===== src/hdl/flash_protect_pkg.sv =====
// Constants, types and register map for the flash sector write-protection block
// Function
// - Bottom-select 0: range code protects upper fraction
// - Bottom-select 1: same sizes from lowest address
// - Sector protected if range or per-sector protects
// - Config bit 0 locks range code, select
// - Lock-settings bit sticks until power-on reset
// - Lock-settings bit blocks one-time area programming
// - Locked range-code write ignored, no error
// - Either sector bit zero blocks program, erase
// - Nv lock zero refuses nv-bit program/erase, fails
// - Persistent: reset sets lock, only clearable
// - Password: reset clears lock, command clears too
// - Password: exact 64-bit match sets lock
// - Mode bits: 11 default, 10 persistent, 01 password
// - Programming mode bits to 00 fails
// - Selected mode freezes protection config register
// - Config programming busy shows write-in-progress
// - Unconfigured: persistent mode, all sectors unprotected
// - Nv bits programmed singly, erased together, verified
// - Volatile bit matters only when nv bit one
// - Volatile write clears or sets addressed bit
// - Volatile bits reset unprotected; read 00h/FFh
package flash_protect_pkg;
   // Geometry
   localparam int SECTOR_BITS = 6;                   // Sector index width
   localparam int SECTORS     = 64;                  // Sector count
   // Register byte offsets
   localparam logic [7:0] ADR_CTRL    = 8'h00;       // Range code, select, lock-settings
   localparam logic [7:0] ADR_MODE    = 8'h04;       // Protection config register
   localparam logic [7:0] ADR_CMD     = 8'h08;       // Command and sector
   localparam logic [7:0] ADR_STATUS  = 8'h0C;       // Status
   localparam logic [7:0] ADR_PWLO    = 8'h10;       // Password word low
   localparam logic [7:0] ADR_PWHI    = 8'h14;       // Password word high
   localparam logic [7:0] ADR_VREAD   = 8'h18;       // Volatile access byte of sector
   localparam logic [7:0] ADR_NVREAD  = 8'h1C;       // Nonvolatile access byte of sector
   localparam logic [7:0] ADR_PROTLO  = 8'h20;       // Effective protection, sectors 0-31
   localparam logic [7:0] ADR_PROTHI  = 8'h24;       // Effective protection, sectors 32-63
   // Control fields
   localparam int CTRL_LOCK_POS  = 0;                // Lock-settings bit
   localparam int CTRL_TB_POS    = 1;                // Top-bottom select
   localparam int CTRL_RANGE_POS = 2;                // Range code, 3 bits
   // Mode fields
   localparam int MODE_LO_POS = 1;                   // Mode-select bits [2:1]
   localparam logic [1:0] MODE_UNSET      = 2'h3;
   localparam logic [1:0] MODE_PERSISTENT = 2'h2;
   localparam logic [1:0] MODE_PASSWORD   = 2'h1;
   localparam logic [1:0] MODE_ILLEGAL    = 2'h0;
   // Command codes, CMD bits [3:0]; sector in [13:8]
   localparam logic [3:0] CMD_WRITE_ENABLE_CMD   = 4'h1;         // Write-enable
   localparam logic [3:0] CMD_NVPROG = 4'h2;         // Program nv bit to 0
   localparam logic [3:0] CMD_NVERAS = 4'h3;         // Erase all nv bits to 1
   localparam logic [3:0] CMD_VCLR   = 4'h4;         // Volatile bit to 0
   localparam logic [3:0] CMD_VSET   = 4'h5;         // Volatile bit to 1
   localparam logic [3:0] CMD_LOCKCLR= 4'h6;         // Clear nv lock
   localparam logic [3:0] CMD_UNLOCK = 4'h7;         // Password unlock
   localparam logic [3:0] CMD_PWPROG = 4'h8;         // Program password (zeros only)
   localparam logic [3:0] CMD_OTPPROG= 4'h9;         // One-time area program
   localparam logic [3:0] CMD_ARRAY  = 4'hA;         // Array program/erase check
   localparam logic [3:0] CMD_HWRST  = 4'hF;         // Hardware reset
   localparam int CMD_SEC_POS = 8;
   // Status fields
   localparam int ST_WIP  = 0;                       // Write in progress
   localparam int ST_WEL  = 1;                       // Write-enable latch
   localparam int ST_PERR = 2;                       // Program failure
   localparam int ST_LOCK = 3;                       // Nv-bit lock
   localparam int ST_DONE = 4;                       // Last timed op completed without failure
   // Timing
   localparam int CLK_MHZ       = 40;
   localparam int T_PAGE_US     = 250;               // Page program time
   localparam int T_ERASE_US    = 500;               // Nv erase time (incl. preprogram)
   localparam int PAGE_CYC      = T_PAGE_US * CLK_MHZ;
   localparam int ERASE_CYC     = T_ERASE_US * CLK_MHZ;
   localparam int T_UNLOCK_US   = 100;               // Failed-unlock hold-off
   localparam int UNLOCK_CYC    = T_UNLOCK_US * CLK_MHZ;
   localparam logic [63:0] PW_DEFAULT = 64'hFFFF_FFFF_FFFF_FFFF;
   // Engine states
   typedef enum logic [2:0] {
      ST_IDLE  = 3'b001,
      ST_BUSY  = 3'b010,
      ST_FIN   = 3'b100
   } eng_t;
endpackage : flash_protect_pkg


===== src/hdl/flash_sector_write_protection.sv =====
// Sector write-protection engine with classic Wishbone register slave
module flash_sector_write_protection
   import flash_protect_pkg::*;
#(
   parameter int PAGE_CYCLES   = PAGE_CYC,           // Busy time, config/nv/password programming
   parameter int ERASE_CYCLES  = ERASE_CYC,          // Busy time, nv erase
   parameter int UNLOCK_CYCLES = UNLOCK_CYC          // Busy time after failed unlock
) (
   input  wire logic        clk,
   input  wire logic        srst,                    // Power-on reset
   input  wire logic        wb_cyc_i,
   input  wire logic        wb_stb_i,
   input  wire logic        wb_we_i,
   input  wire logic [7:0]  wb_adr_i,
   input  wire logic [3:0]  wb_sel_i,
   input  wire logic [31:0] wb_dat_i,
   output logic      [31:0] wb_dat_o,
   output logic             wb_ack_o,
   output logic             writeInProgress,         // Busy flag
   output logic             programFail              // Last op failed
);

   // Range-code protection test for one sector
   function automatic logic rangeHit(input logic [2:0] code, input logic bottom,
                                     input logic [SECTOR_BITS-1:0] sec);
      logic [SECTOR_BITS-1:0] idx;
      logic [SECTOR_BITS:0]   span;
      idx  = bottom ? sec : ~sec;                    // Distance from start edge
      span = (code == 3'h0) ? 7'h00 : (7'h01 << (code - 3'h1));
      if (code == 3'h7) begin
         rangeHit = 1'b1;                            // All sectors
      end else begin
         rangeHit = ({1'b0, idx} < span);
      end
   endfunction : rangeHit

   logic [2:0]         rangeCode;                    // Range code
   logic               topBottomSelect;              // 0 upper, 1 lower
   logic               lockSettings;                 // Freezes range settings
   logic [1:0]         modeSel;                      // Mode-select bits
   logic               nvBitLock;                    // 1 allows nv-bit change
   logic [SECTORS-1:0] nvBits;                       // Nonvolatile per-sector bits
   logic [SECTORS-1:0] volBits;                      // Volatile per-sector bits
   logic [63:0]        password;                     // Hidden password
   logic [63:0]        pwEntry;                      // Host-supplied value
   logic               write_enable_latch;                          // Write-enable latch
   logic               done;                         // Last timed op completed without failure
   logic [SECTORS-1:0] protect;                      // Effective protection
   eng_t               eng;                          // Engine state
   logic [17:0]        busyCnt;                      // Busy countdown
   logic [3:0]         pendOp;                       // Operation being timed
   logic [SECTOR_BITS-1:0] pendSec;                  // Sector of that operation
   logic [1:0]         pendMode;                     // Mode bits being programmed
   logic               pendFail;                     // Timed op ends in failure

   logic               access;                       // Bus request this cycle
   logic               wrCtrl, wrMode, wrCmd, wrPwLo, wrPwHi;
   logic [3:0]         cmdOp;
   logic [SECTOR_BITS-1:0] cmdSec;
   logic               persistentMode;

   assign access = wb_cyc_i && wb_stb_i && !wb_ack_o;
   assign wrCtrl = access && wb_we_i && wb_adr_i == ADR_CTRL && wb_sel_i[0];
   assign wrMode = access && wb_we_i && wb_adr_i == ADR_MODE && wb_sel_i[0];
   assign wrCmd  = access && wb_we_i && wb_adr_i == ADR_CMD && wb_sel_i[0];
   assign wrPwLo = access && wb_we_i && wb_adr_i == ADR_PWLO && (&wb_sel_i);
   assign wrPwHi = access && wb_we_i && wb_adr_i == ADR_PWHI && (&wb_sel_i);
   assign cmdOp  = wb_dat_i[3:0];
   assign cmdSec = wb_dat_i[CMD_SEC_POS +: SECTOR_BITS];
   assign persistentMode = (modeSel != MODE_PASSWORD);

   // Effective protection per sector
   always_comb begin
      for (int i = 0; i < SECTORS; i++) begin
         protect[i] = rangeHit(rangeCode, topBottomSelect, SECTOR_BITS'(i))
                    | ~nvBits[i] | ~volBits[i];
      end
   end

   // Single-cycle ack, dropped after one cycle
   always_ff @(posedge clk) begin
      if (srst) begin
         wb_ack_o <= 1'b0;
      end else begin
         wb_ack_o <= access;
      end
   end

   // Read data
   always_ff @(posedge clk) begin
      if (srst) begin
         wb_dat_o <= 32'h0000_0000;
      end else if (access && !wb_we_i) begin
         unique case (wb_adr_i)
            ADR_CTRL:   wb_dat_o <= {27'h0, rangeCode, topBottomSelect, lockSettings};
            ADR_MODE:   wb_dat_o <= {29'h0, modeSel, 1'b1};
            ADR_STATUS: wb_dat_o <= {27'h0, done, nvBitLock, programFail, write_enable_latch, writeInProgress};
            ADR_VREAD:  wb_dat_o <= {24'h0, {8{volBits[wb_dat_i[SECTOR_BITS-1:0]]}}};
            ADR_NVREAD: wb_dat_o <= {24'h0, {8{nvBits[wb_dat_i[SECTOR_BITS-1:0]]}}};
            ADR_PROTLO: wb_dat_o <= protect[31:0];
            ADR_PROTHI: wb_dat_o <= protect[63:32];
            default:    wb_dat_o <= 32'h0000_0000;   // Unmapped, password hidden
         endcase
      end
   end

   // Range code, select and lock-settings
   always_ff @(posedge clk) begin
      if (srst) begin
         rangeCode       <= 3'h0;
         topBottomSelect <= 1'b0;
         lockSettings    <= 1'b0;
      end else if (wrCtrl && eng == ST_IDLE) begin
         if (!lockSettings) begin
            rangeCode       <= wb_dat_i[CTRL_RANGE_POS +: 3];
            topBottomSelect <= wb_dat_i[CTRL_TB_POS];
         end
         lockSettings <= lockSettings | wb_dat_i[CTRL_LOCK_POS];
      end
   end

   // Password entry latch
   always_ff @(posedge clk) begin
      if (srst) begin
         pwEntry <= 64'h0;
      end else if (wrPwLo) begin
         pwEntry[31:0] <= wb_dat_i;
      end else if (wrPwHi) begin
         pwEntry[63:32] <= wb_dat_i;
      end
   end

   // Command engine: accepts, times and completes commands
   always_ff @(posedge clk) begin
      if (srst) begin
         eng      <= ST_IDLE;
         busyCnt  <= 18'h0;
         pendOp   <= 4'h0;
         pendSec  <= '0;
         pendMode <= MODE_UNSET;
         pendFail <= 1'b0;
      end else begin
         unique case (eng)
            ST_IDLE: begin
               if (wrMode && write_enable_latch) begin
                  pendOp   <= 4'h0;                  // Mode programming
                  pendMode <= wb_dat_i[MODE_LO_POS +: 2];
                  pendFail <= (modeSel != MODE_UNSET)
                           || wb_dat_i[MODE_LO_POS +: 2] == MODE_ILLEGAL;
                  busyCnt  <= 18'(PAGE_CYCLES - 1);
                  eng      <= ST_BUSY;
               end else if (wrCmd && write_enable_latch && cmdOp != CMD_UNLOCK) begin
                  pendOp   <= cmdOp;
                  pendSec  <= cmdSec;
                  unique case (cmdOp)
                     CMD_NVPROG: begin
                        pendFail <= !nvBitLock;
                        busyCnt  <= 18'(PAGE_CYCLES - 1);
                        eng      <= ST_BUSY;
                     end
                     CMD_NVERAS: begin
                        pendFail <= !nvBitLock;
                        busyCnt  <= 18'(ERASE_CYCLES - 1);
                        eng      <= ST_BUSY;
                     end
                     CMD_PWPROG: begin
                        pendFail <= (modeSel == MODE_PASSWORD);
                        busyCnt  <= 18'(PAGE_CYCLES - 1);
                        eng      <= ST_BUSY;
                     end
                     CMD_OTPPROG: begin
                        pendFail <= lockSettings;
                        busyCnt  <= 18'(PAGE_CYCLES - 1);
                        eng      <= ST_BUSY;
                     end
                     CMD_ARRAY: begin
                        pendFail <= protect[cmdSec];
                        busyCnt  <= 18'(PAGE_CYCLES - 1);
                        eng      <= ST_BUSY;
                     end
                     default: begin
                     end
                  endcase
               end else if (wrCmd && cmdOp == CMD_UNLOCK && modeSel == MODE_PASSWORD) begin
                  pendOp   <= CMD_UNLOCK;
                  pendFail <= (pwEntry != password);
                  busyCnt  <= (pwEntry != password) ? 18'(UNLOCK_CYCLES - 1) : 18'h0;
                  eng      <= ST_BUSY;
               end
            end
            ST_BUSY: begin
               if (busyCnt == 18'h0) begin
                  eng <= ST_FIN;
               end else begin
                  busyCnt <= busyCnt - 18'h1;
               end
            end
            ST_FIN: begin
               eng <= ST_IDLE;
            end
         endcase
      end
   end

   // Mode-select bits and password storage
   always_ff @(posedge clk) begin
      if (srst) begin
         modeSel  <= MODE_UNSET;
         password <= PW_DEFAULT;
      end else if (eng == ST_FIN && !pendFail) begin
         if (pendOp == 4'h0) begin
            modeSel <= pendMode;
         end else if (pendOp == CMD_PWPROG) begin
            password <= password & pwEntry;          // Zeros only
         end
      end
   end

   // Nv-bit lock
   always_ff @(posedge clk) begin
      if (srst || (wrCmd && cmdOp == CMD_HWRST)) begin
         nvBitLock <= (modeSel != MODE_PASSWORD);
      end else if (wrCmd && cmdOp == CMD_LOCKCLR && eng == ST_IDLE) begin
         nvBitLock <= 1'b0;
      end else if (eng == ST_FIN && pendOp == CMD_UNLOCK && !pendFail) begin
         nvBitLock <= 1'b1;
      end
   end

   // Nonvolatile sector bits
   always_ff @(posedge clk) begin
      if (srst) begin
         nvBits <= {SECTORS{1'b1}};
      end else if (eng == ST_FIN && !pendFail) begin
         if (pendOp == CMD_NVPROG) begin
            nvBits[pendSec] <= 1'b0;
         end else if (pendOp == CMD_NVERAS) begin
            nvBits <= {SECTORS{1'b1}};
         end
      end
   end

   // Volatile sector bits
   always_ff @(posedge clk) begin
      if (srst || (wrCmd && cmdOp == CMD_HWRST)) begin
         volBits <= {SECTORS{1'b1}};
      end else if (wrCmd && eng == ST_IDLE) begin
         if (cmdOp == CMD_VCLR) begin
            volBits[cmdSec] <= 1'b0;
         end else if (cmdOp == CMD_VSET) begin
            volBits[cmdSec] <= 1'b1;
         end
      end
   end

   // Write-enable latch
   always_ff @(posedge clk) begin
      if (srst || (wrCmd && cmdOp == CMD_HWRST)) begin
         write_enable_latch <= 1'b0;
      end else if (wrCmd && cmdOp == CMD_WRITE_ENABLE_CMD && eng == ST_IDLE) begin
         write_enable_latch <= 1'b1;
      end else if (eng == ST_FIN && !pendFail) begin
         write_enable_latch <= 1'b0;
      end
   end

   // Busy, failure and done status
   always_ff @(posedge clk) begin
      if (srst) begin
         writeInProgress <= 1'b0;
         programFail     <= 1'b0;
         done            <= 1'b0;
      end else begin
         writeInProgress <= (eng == ST_BUSY) || (eng == ST_IDLE && access && wb_we_i
                            && ((wrMode && write_enable_latch) || (wrCmd && write_enable_latch && (cmdOp == CMD_NVPROG
                            || cmdOp == CMD_NVERAS || cmdOp == CMD_PWPROG
                            || cmdOp == CMD_OTPPROG || cmdOp == CMD_ARRAY))
                            || (wrCmd && cmdOp == CMD_UNLOCK && modeSel == MODE_PASSWORD)));
         if (eng == ST_FIN) begin
            programFail <= pendFail;
            done        <= !pendFail;
         end else if (wrCmd && cmdOp == CMD_WRITE_ENABLE_CMD) begin
            programFail <= 1'b0;
         end
      end
   end

   // Checks
   property p_lockHold;
      @(posedge clk) disable iff (srst) lockSettings |=> lockSettings && $stable(rangeCode);
   endproperty
   a_lockHold: assert property (p_lockHold) else $error("range settings changed while locked");

   property p_lockSticky;
      @(posedge clk) disable iff (srst) $rose(lockSettings) |=> lockSettings[*8];
   endproperty
   a_lockSticky: assert property (p_lockSticky) else $error("lock-settings cleared");

   property p_nvRefuse;
      @(posedge clk) disable iff (srst) !nvBitLock ##0 eng == ST_FIN && pendOp == CMD_NVPROG
         |=> $stable(nvBits) && programFail;
   endproperty
   a_nvRefuse: assert property (p_nvRefuse) else $error("nv bit changed while locked");

   property p_protOr;
      @(posedge clk) disable iff (srst) (!nvBits[0] || !volBits[0]) |-> protect[0];
   endproperty
   a_protOr: assert property (p_protOr) else $error("sector not protected");

   property p_all;
      @(posedge clk) disable iff (srst) rangeCode == 3'h7 |-> &protect;
   endproperty
   a_all: assert property (p_all) else $error("code 7 not full");

   property p_persistNoSet;
      @(posedge clk) disable iff (srst) persistentMode && !nvBitLock && !(wrCmd && cmdOp == CMD_HWRST)
         |=> !nvBitLock;
   endproperty
   a_persistNoSet: assert property (p_persistNoSet) else $error("nv lock set in persistent");

   property p_modeFreeze;
      @(posedge clk) disable iff (srst) modeSel != MODE_UNSET |=> $stable(modeSel);
   endproperty
   a_modeFreeze: assert property (p_modeFreeze) else $error("mode changed");

   property p_illegal;
      @(posedge clk) disable iff (srst) modeSel != MODE_ILLEGAL;
   endproperty
   a_illegal: assert property (p_illegal) else $error("illegal mode stored");

   property p_wip;
      @(posedge clk) disable iff (srst) eng == ST_BUSY |=> writeInProgress;
   endproperty
   a_wip: assert property (p_wip) else $error("busy not shown");

   property p_bottomHalf;
      @(posedge clk) disable iff (srst) topBottomSelect && rangeCode == 3'h6 && &(nvBits & volBits)
         |-> protect == {32'h0000_0000, 32'hFFFF_FFFF};
   endproperty
   a_bottomHalf: assert property (p_bottomHalf) else $error("lower half wrong");

   property p_unlockSet;
      @(posedge clk) disable iff (srst) eng == ST_FIN && pendOp == CMD_UNLOCK && !pendFail
         && !(wrCmd && cmdOp == CMD_HWRST) |=> nvBitLock;
   endproperty
   a_unlockSet: assert property (p_unlockSet) else $error("unlock did not set lock");

   property p_otpBlock;
      @(posedge clk) disable iff (srst) wrCmd && write_enable_latch && eng == ST_IDLE && cmdOp == CMD_OTPPROG && lockSettings
         |=> pendFail;
   endproperty
   a_otpBlock: assert property (p_otpBlock) else $error("otp program not refused");

   property p_resetState;
      @(posedge clk) disable iff (srst) $past(srst) |-> &volBits && &nvBits && rangeCode == 3'h0 && nvBitLock;
   endproperty
   a_resetState: assert property (p_resetState) else $error("reset state wrong");

   property p_eraseAll;
      @(posedge clk) disable iff (srst) eng == ST_FIN && pendOp == CMD_NVERAS && !pendFail |=> &nvBits;
   endproperty
   a_eraseAll: assert property (p_eraseAll) else $error("nv bits not erased");

   property p_arrayBlock;
      @(posedge clk) disable iff (srst) wrCmd && write_enable_latch && eng == ST_IDLE && cmdOp == CMD_ARRAY && protect[cmdSec]
         |=> pendFail;
   endproperty
   a_arrayBlock: assert property (p_arrayBlock) else $error("protected sector not refused");

   c_unlock: cover property (@(posedge clk) disable iff (srst) $rose(nvBitLock));
   c_fail:   cover property (@(posedge clk) disable iff (srst) $rose(programFail));
   c_mode:   cover property (@(posedge clk) disable iff (srst) $changed(modeSel));
endmodule : flash_sector_write_protection


===== config.mk =====
export PLATFORM = sky130hd
export DESIGN_NAME = flash_sector_write_protection
export DESIGN_NICKNAME = d
export VERILOG_FILES = /design/src/hdl/flash_protect_pkg.sv /design/src/hdl/flash_sector_write_protection.sv
export SDC_FILE = /design/constraint.sdc
export NUM_CORES = 1
export LEC_CHECK = 0
export BUFFER_PORTS_ARGS = -buffer_cell sky130_fd_sc_hd__buf_2
export CAP_MARGIN = 20
export CORE_MARGIN = 2
export CORE_UTILIZATION = 45
export CTS_BUF_LIST = sky130_fd_sc_hd__clkbuf_16
export DETAILED_ROUTE_END_ITERATION = 6
export PLACE_DENSITY = 0.67
export SYNTH_ARGS = -nofsm -noshare
export SYNTH_HDL_FRONTEND = slang
export SYNTH_SLANG_ARGS = --single-unit

===== constraint.sdc =====
create_clock -name clk -period 3.5 [get_ports clk]
set_input_delay 0.35 -clock clk [delete_from_list [all_inputs] [get_ports clk]]
set_output_delay 0.35 -clock clk [all_outputs]
set_load 0.02 [all_outputs]

* Yosys cells after proc, flatten, opt, wreduce, memory -nomap -nowiden *
Cells that the tools add are included.

word-level totals
  register bits after elaboration = 335
  output and inout port bits = 35
  word-level logic and storage cells = 647

operators by class
  $add $sub $neg = 2
  magnitude comparators = 69
  equality and inequality tests = 39
  shift operators = 1
  multiplexer cells = 171
  bitwise gates (word level) = 267
  reduce and logical (&&, ||, !) cells = 76

operators with widths
  kind                   count
  $lt 6x7->1             64
  $mux 6                 64
  $mux 64                4
  $pmux 32 s7            1
  $and 64x64->64         3
  $not 1->1              132
  $or 1x1->1             129
  $not 64->64            2
  $mux 1                 79
  $mux 18                4
  $pmux 18 s2            2
  $ne 64x64->1           1
  $or 64x64->64          1
  $logic_and 1x1->1      35
  $eq 8x5->1 const B     4
  $lt 6x7->1 const B     3
  $eq 4x3->1 const B     5
  $eq 4x4->1 const B     5
  $bmux 1 s6             3
  $logic_not 18->1       1
  $sub 18x1->18 const B  1
  $eq 4x2->1 const B     4
  $eq 8x4->1 const B     2
  $eq 8x6->1 const B     2
  other kinds (37)       74

* Depth between registers and ports, before layout *
Gate-level depths: netlist of the first run.

  depth after elaboration = 12
  mapped depth = 13
  mapped depth without buffers = 10

* Worst setup path after synthesis of the first run *
OpenSTA, ideal clock, no wires.

  kind = register to register
  start = register rangeCode[1]
  end = register pendFail
  arrival time = 3095 ps
  required time = 3416 ps
  path slack = 321 ps
  stages on the path, launching flop included = 12
  path buffers = 1
  clock period less this slack = 3179 ps
  cell sequence = dfxtp_1 clkbuf_1 or3b_2 ha_1 nor2b_1 a211o_1 a21oi_1 nor4_1 nor4_1 a21oi_1 mux4_2 o31ai_2

on the way
  word-level cells in the longest chain between the ends = 12
  elaborated cells between the ends (all ways) = 266
  classes of those cells = 1 x add/sub; 64 x order compare; 1 x eq/ne; 1 x shift; 70 x mux; 128 x bitwise; 1 x reduce/logical

ends and longest elaborated chain
  what                            RTL line                              RTL
  start, declared                 flash_sector_write_protection.sv:37   logic [2:0] rangeCode;
  start signal, assigned          flash_sector_write_protection.sv:115  rangeCode <= wb_dat_i[CTRL_RANGE_POS +: 3];
  $sub 3x1->3                     flash_sector_write_protection.sv:29   span = (code == 3'h0) ? 7'h00 : (7'h01 << (code - 3'h1));
  $shl 1x3->7                     flash_sector_write_protection.sv:29
  $mux 7                          flash_sector_write_protection.sv:29
  $lt 6x7->1                      flash_sector_write_protection.sv:33   rangeHit = ({1'b0, idx} < span);
  $mux 1                          flash_sector_write_protection.sv:30   if (code == 3'h7) begin
  $or 1x1->1 (2 in series)        flash_sector_write_protection.sv:76   | ~nvBits[i] | ~volBits[i];
  $bmux 1 s6 *                    flash_sector_write_protection.sv:177  pendFail <= protect[cmdSec];
  $mux 1 (implied by the code) *  flash_sector_write_protection.sv:177
  $pmux 1 s4 *                    flash_sector_write_protection.sv:155  unique case (cmdOp)
  $mux 1 *                        flash_sector_write_protection.sv:152  end else if (wrCmd && write_enable_latch && cmdOp != CMD_UNLOCK) begin
  $mux 1 *                        flash_sector_write_protection.sv:145  if (wrMode && write_enable_latch) begin
  end signal, assigned            flash_sector_write_protection.sv:148  pendFail <= (modeSel != MODE_UNSET)
  end signal, assigned            flash_sector_write_protection.sv:157  pendFail <= !nvBitLock;
  end signal, assigned            flash_sector_write_protection.sv:177
  end, declared                   flash_sector_write_protection.sv:54   logic pendFail;

Mark *: on every way between the ends. The rest lies on a longest branch, timed or not. The select of a mux whose other input is x is not followed.
A chain may end at the register's enable or synchronous reset.

* Worst setup path after layout of the first run *
  start = register rangeCode[2]
  end = register pendFail

Same word-level chain as after synthesis.

==> flow_summary_export.csv, run 1 <==
group,metric,value,unit
power_and_ir_drop,combPwrFrac,10.2,%
critical_path,r2r_start,"rangeCode[2]$_SDFFE_PP0P_",
detailed_routing,routed_via_density,6.220,
critical_path,crit_type,"reg -> reg",
detailed_routing,drc_errors,0,
timing,finalHoldViolCount,0,
global_route,gr-usage-all-layers,29.44,%
floorplanning,ioPinCount,84,
clocking,cts_tree,"done",
final_layout,diodes,0,
detailed_routing,antenna_left,0,
clocking,cts_buffers,37,
timing,min_period,3391,ps
floorplanning,core_area,0.03758,sq mm
logic_synthesis,avgSynthCellArea,8.225,sq um
power_and_ir_drop,peakVddDrop,0.0002631,V
placed_design,dp_hpwl,42000,um
final_layout,syn2layout_area_growth,13.67,%
clocking,cts_resized,0,
logic_synthesis,synth_edf_count,1,
final_layout,fin_cells,2657,
logic_synthesis,yosys_most_used_dff,"dfxtp_1",
final_layout,mostFrequentLayoutCell,"nand2_1",
power_and_ir_drop,p_sw,2.213,mW
flow_run,cap_violations,0,
timing,maxSlewViolCount,0,
logic_synthesis,netlist_instances,2078,
placed_design,place_congestion,0.9436,
clocking,postCtsSetupBuffers,0,
logic_synthesis,yosys.area_share.xor_xnor,0,%
global_route,grt_max_degree,121,
logic_synthesis,synthAdderAreaFrac,5.564,%
logic_synthesis,synth_mux_area_share,6.318,%
detailed_routing,detail_route.wl_per_cell,22.23,um
power_and_ir_drop,p_sw_share,26.07,%
logic_synthesis,ys_seq_elements,335,
global_route,antenna_found_initial,3,
critical_path,cp_slowest_stage_delay,890,ps
worst_hold_path,hp-class,"in -> reg",
global_route,grt_pass1_vias,15150,
logic_synthesis,synth_nets,2203,
timing,fin_crit_sh,96.90,%
logic_synthesis,yosysWarnings,0,
critical_path,arrival,3820,ps
detailed_routing,firstDrtPassIters,6,
critical_path,reg2reg_depth,9,
global_route,grt_pass1_wl,89180,um
clocking,cts_hold_buf,0,
detailed_routing,vias,16530,
logic_synthesis,syn_area,0.01709,sq mm
logic_synthesis,synth_compound_area_share,20.08,%
worst_hold_path,hold_depth,3,
critical_path,path_cells,"or3b_2 -> ha_1 -> nor3_1 -> a21oi_1 -> nor2_1 -> a22oi_1 -> a41oi_1 -> mux4_2 -> o31ai_2",
power_and_ir_drop,seq_power_share,46.4,%
logic_synthesis,yosysUniqueCellTypes,72,
logic_synthesis,yosys.area_share.simple,24.72,%
floorplanning,initial_core_util,45.48,%
timing,timing.hold.ws,48.59,ps
power_and_ir_drop,intPower,6.276,mW
floorplanning,die-area,0.03956,sq mm
final_layout,nets,2249,
power_and_ir_drop,p_leak,7.456,nW
timing,max_slew.worst_pin.slew,1069,ps
logic_synthesis,async_flop_share,0,%
clocking,clk_latency,560,ps
clocking,h-tree-depth,2,
final_layout,final_core_util,51.70,%
critical_path,slowest_stage,"nor3_1",
run_status,status,"finished clean",
timing,finalSetupViolCount,0,
critical_path,required,3930,ps
critical_path,crit_path_end_kind,"flip-flop",
logic_synthesis,synth_top_family_by_area,"simple AND/OR/NAND/NOR gates",
final_layout,drive_above_1_share,13.89,%
floorplanning,dieHeight,198.9,um
clocking,clk_pin_slew,70,ps
detailed_routing,drt_iter0_drc,1852,
clocking,cts_buffer_depth,3,
timing,fin_skew,27.15,ps
power_and_ir_drop,clkPwrFrac,43.4,%
placed_design,place_inst,2596,
timing,fmax,294.9,MHz
timing,max_slew_margin,28.20,%
clocking,cts.sinks,335,
critical_path,start_kind,"flip-flop",
floorplanning,die_w,198.9,um
critical_path,crit_start,"rangeCode[2]$_SDFFE_PP0P_",
critical_path,crit_fanout,9,
logic_synthesis,ys_seq_area_share,39.30,%
power_and_ir_drop,p_per_area,437.0,mW/mm^2
detailed_routing,drt_wl_total,59070,um
final_layout,layout_common_cells,"nand2_1 (400), dfxtp_1 (333), a21oi_1 (184)",
placed_design,io_buffer_count,83,
floorplanning,row_count,71,
clocking,root_buffer,"clkbuf_16",
global_route,overflow,0,
worst_hold_path,hold_start,"wb_dat_i[7]",
## layer usage
layer | vias to the layer above | wire length, um | global-route usage, %
met5 | - | 29 | 0
met4 | 4 | 2127 | 10.81
met3 | 129 | 5473 | 5.985
met2 | 744 | 26150 | 45.04
met1 | 7970 | 25290 | 40.97
li1 | 7680 | - | -
## cell families (layout without fill, tap and decap cells)
kind of cell,count (synthesis),after routing
buffers and inverters,177,245
AO/OA/AOI/OAI,560,560
AND/OR/NAND/NOR,876,876
multiplexers,54,54
flip-flops,335,335
adder cells (fa/ha/maj),76,76
## worst paths after layout
path | to | slack [ps]
setup / recovery | pendFail$_SDFFE_PP0P_ | 110
hold / removal | pwEntry[7]$_SDFFE_PP0P_ | 50
setup reg to reg | pendFail$_SDFFE_PP0P_ | 110
hold reg to reg | wb_dat_o[20]$_SDFFE_PP0P_ | 460
## power by group through the flow
stage          combinational, mW  sequential, mW  clock [mW]
6_report                   0.864            3.94        3.69
4_1_cts                    0.850            3.94        3.74
5_1_grt                    0.947            3.95        3.90
3_3_place_gp               0.832            4.02           0
3_5_place_dp               0.845            4.02           0
2_1_floorplan              0.576            4.00           0
## cell usage after synthesis, drive strengths merged, types with 39 or more instances
cell | instances | share of area (%)
mux4 | 43 | 5.7
nand3 | 73 | 2.1
ha | 76 | 5.6
nand2 | 401 | 8.8
nor2 | 117 | 2.6
clkbuf | 144 | 3.2
nor4 | 39 | 1.4
o21ai | 171 | 5.0
nand3b | 73 | 3.2
o311ai | 40 | 2.0
dfxtp | 334 | 39
a21oi | 187 | 5.5
## final cells by class
| cell class | count | area (sq um) |
|---|---|---|
| fillers | 3555 | 18150 |
| multi-input cells | 1566 | 9783 |
| flip-flops and latches | 335 | 6718 |
| repair buffers | 172 | 1127 |
| clock buffers | 38 | 950.9 |
| well taps | 511 | 639.4 |
| clock inverters | 23 | 165.2 |
| inverters | 12 | 45.04 |
## critical path, delay by kind of cell (launching register included)
| family | cells | cell delay, ps |
|---|---|---|
| fa+ha+maj | 1 | 370 |
| mux | 1 | 270 |
| compound gates | 4 | 570 |
| flops | 1 | 450 |
| simple gates | 3 | 1600 |
## stage by stage
stage / instance area (sq um) / setup WS [ps] / TNS, ps / power, mW
final: 19430 / 108.5 / 0 / 8.490
after global placement: 18260 / 126.7 / 0 / 4.850
after detailed placement: 18260 / 41.41 / 0 / 4.864
after global routing: 19430 / -35.42 / -35.42 / 8.794
after floorplan: 17090 / 320.6 / 0 / 4.575
after CTS: 19380 / 37.60 / 0 / 8.532
No activity file was read; power rests on OpenSTA's default activity.
==> run 2: changes to the inputs <==
--- a/config.mk
+++ b/config.mk
@@ -12,6 +12,7 @@
 export CTS_BUF_LIST = sky130_fd_sc_hd__clkbuf_16
 export DETAILED_ROUTE_END_ITERATION = 6
 export PLACE_DENSITY = 0.67
+export RECOVER_POWER = 50
 export SYNTH_ARGS = -nofsm -noshare
 export SYNTH_HDL_FRONTEND = slang
 export SYNTH_SLANG_ARGS = --single-unit
==> flow_summary_export.csv, run 2 (same netlist as run 1, synthesis figures left out) <==
group,metric,value,unit
run_status,violations,"max-capacitance violations, max-slew violations",
placed_design,io_buffer_count,83,
timing,maxSlewViolCount,187,
timing,timing.hold.ws,49.07,ps
final_layout,diodes,0,
timing,finalSetupViolCount,0,
global_route,grt_pass1_vias,15150,
final_layout,fill_cells,3575,
final_layout,drive_above_1_share,12.02,%
detailed_routing,drt_iter0_drc,1771,
clocking,clk_pin_slew,70,ps
power_and_ir_drop,total_power,8.493,mW
detailed_routing,routed_via_density,6.215,
clocking,cts_buffer_depth,3,
clocking,h-tree-depth,2,
power_and_ir_drop,peakVddDrop,0.0002630,V
critical_path,crit_fanout,9,
critical_path,required,3930,ps
worst_hold_path,hp-class,"in -> reg",
global_route,gr-usage-all-layers,29.44,%
timing,fin_crit_sh,95.70,%
critical_path,r2r_start,"rangeCode[2]$_SDFFE_PP0P_",
timing,min_period,3350,ps
critical_path,arrival,3780,ps
clocking,cts.sinks,335,
detailed_routing,drc_errors,0,
clocking,clk_latency,560,ps
global_route,overflow,0,
global_route,grt_pass1_wl,89180,um
timing,finalSetupTns,0,ps
timing,max_slew.worst_pin.slew,2326,ps
detailed_routing,drt_wl_total,59140,um
floorplanning,initial_core_util,45.48,%
global_route,antenna_found_initial,3,
floorplanning,ioPinCount,84,
run_status,status,"complete, but fails checks",
clocking,postCtsSetupBuffers,0,
critical_path,reg2reg_depth,9,
timing,fin_ws,150.3,ps
power_and_ir_drop,p_per_area,438.7,mW/mm^2
power_and_ir_drop,p_leak,7.282,nW
clocking,cts_buffers,37,
timing,max_slew_margin,-55.06,%
floorplanning,row_count,71,
timing,fin_skew,28.49,ps
critical_path,crit_path_end_kind,"flip-flop",
clocking,root_buffer,"clkbuf_16",
worst_hold_path,hold_start,"wb_dat_i[7]",
placed_design,place_ws,41.41,ps
final_layout,layout_common_cells,"nand2_1 (400), dfxtp_1 (333), a21oi_1 (184)",
detailed_routing,antenna_left,0,
worst_hold_path,hold_depth,3,
detailed_routing,firstDrtPassIters,5,
final_layout,mostFrequentLayoutCell,"nand2_1",
detailed_routing,vias,16510,
final_layout,syn2layout_area_growth,13.27,%
clocking,cts_tree,"done",
timing,fmax,298.5,MHz
placed_design,place_congestion,0.9436,
critical_path,crit_start,"rangeCode[2]$_SDFFE_PP0P_",
floorplanning,dieHeight,198.9,um
detailed_routing,detail_route.wl_per_cell,22.26,um
critical_path,crit_type,"reg -> reg",
timing,finalHoldViolCount,0,
floorplanning,die-area,0.03956,sq mm
clocking,cts_hold_buf,0,
floorplanning,core_area,0.03758,sq mm
global_route,grt_max_degree,121,
flow_run,cap_violations,3,
placed_design,dp_hpwl,42000,um
critical_path,start_kind,"flip-flop",
floorplanning,die_w,198.9,um
final_layout,nets,2249,
## run 2: cell count changes in the layout (fill, tap and decap cells not counted)
| cell | previous run | this run |
|---|---|---|
| clkbuf_1 | 0 | 39 |
| and2_2 | 1 | 0 |
| clkbuf_2 | 0 | 2 |
| buf_4 | 86 | 80 |
| buf_2 | 82 | 47 |
| clkbuf_4 | 0 | 1 |
| buf_6 | 1 | 0 |
| and2_0 | 1 | 2 |
## run 2: metal layers
layer | vias up | wire (um) | track usage [%]
met5 | - | 29 | 0
met4 | 4 | 2197 | 10.81
met3 | 137 | 5117 | 5.985
met2 | 719 | 26100 | 45.04
met1 | 7979 | 25690 | 40.97
li1 | 7675 | - | -
## run 2: final timing paths
check	end	slack (ps)
max	pendFail$_SDFFE_PP0P_	150
min	pwEntry[7]$_SDFFE_PP0P_	50
max reg2reg	pendFail$_SDFFE_PP0P_	150
min reg2reg	wb_dat_o[20]$_SDFFE_PP0P_	460
## run 2: area by class of cell
class	count	area (sq um)	area share [%]
Sequential cell	335	6718	34.70
Timing Repair Buffer	172	1060	5.474
Clock inverter	23	165.2	0.8531
Inverter	12	45.04	0.2327
Tap cell	511	639.4	3.303
Multi-Input combinational cell	1566	9782	50.53
Clock buffer	38	950.9	4.912
## run 2: power breakdown
group | internal (mW) | switching [mW]
combinational | 0.299 | 0.564
clock | 2.11 | 1.59
sequential | 3.87 | 0.0665
total | 6.28 | 2.22
## run 2: what timing repair did
action                                  in CTS  in global routing
resized for setup                            0                 14
hold endpoints to repair                     0                  0
endpoints found under the setup margin       0                  1
## run 2: metrics by stage
| step | instances | utilization [%] | cell area (sq um) |
|---|---|---|---|
| 6_report | 2657 | 51.52 | 19360 |
| 5_1_grt | 2657 | 51.52 | 19360 |
| 4_1_cts | 2657 | 51.57 | 19380 |
| 3_5_place_dp | 2596 | 48.60 | 18260 |
| 3_3_place_gp | 2596 | 48.60 | 18260 |
| 2_1_floorplan | 2078 | - | 17090 |
## run 2: worst max-delay path, stage by stage (launching register included)
cell and delay [ps]:
dfxtp_1 460, or3b_2 530, ha_1 370, nor3_1 840
a21oi_1 180, nor2_1 180, a22oi_1 100, a41oi_1 240
mux4_2 270, o31ai_2 50
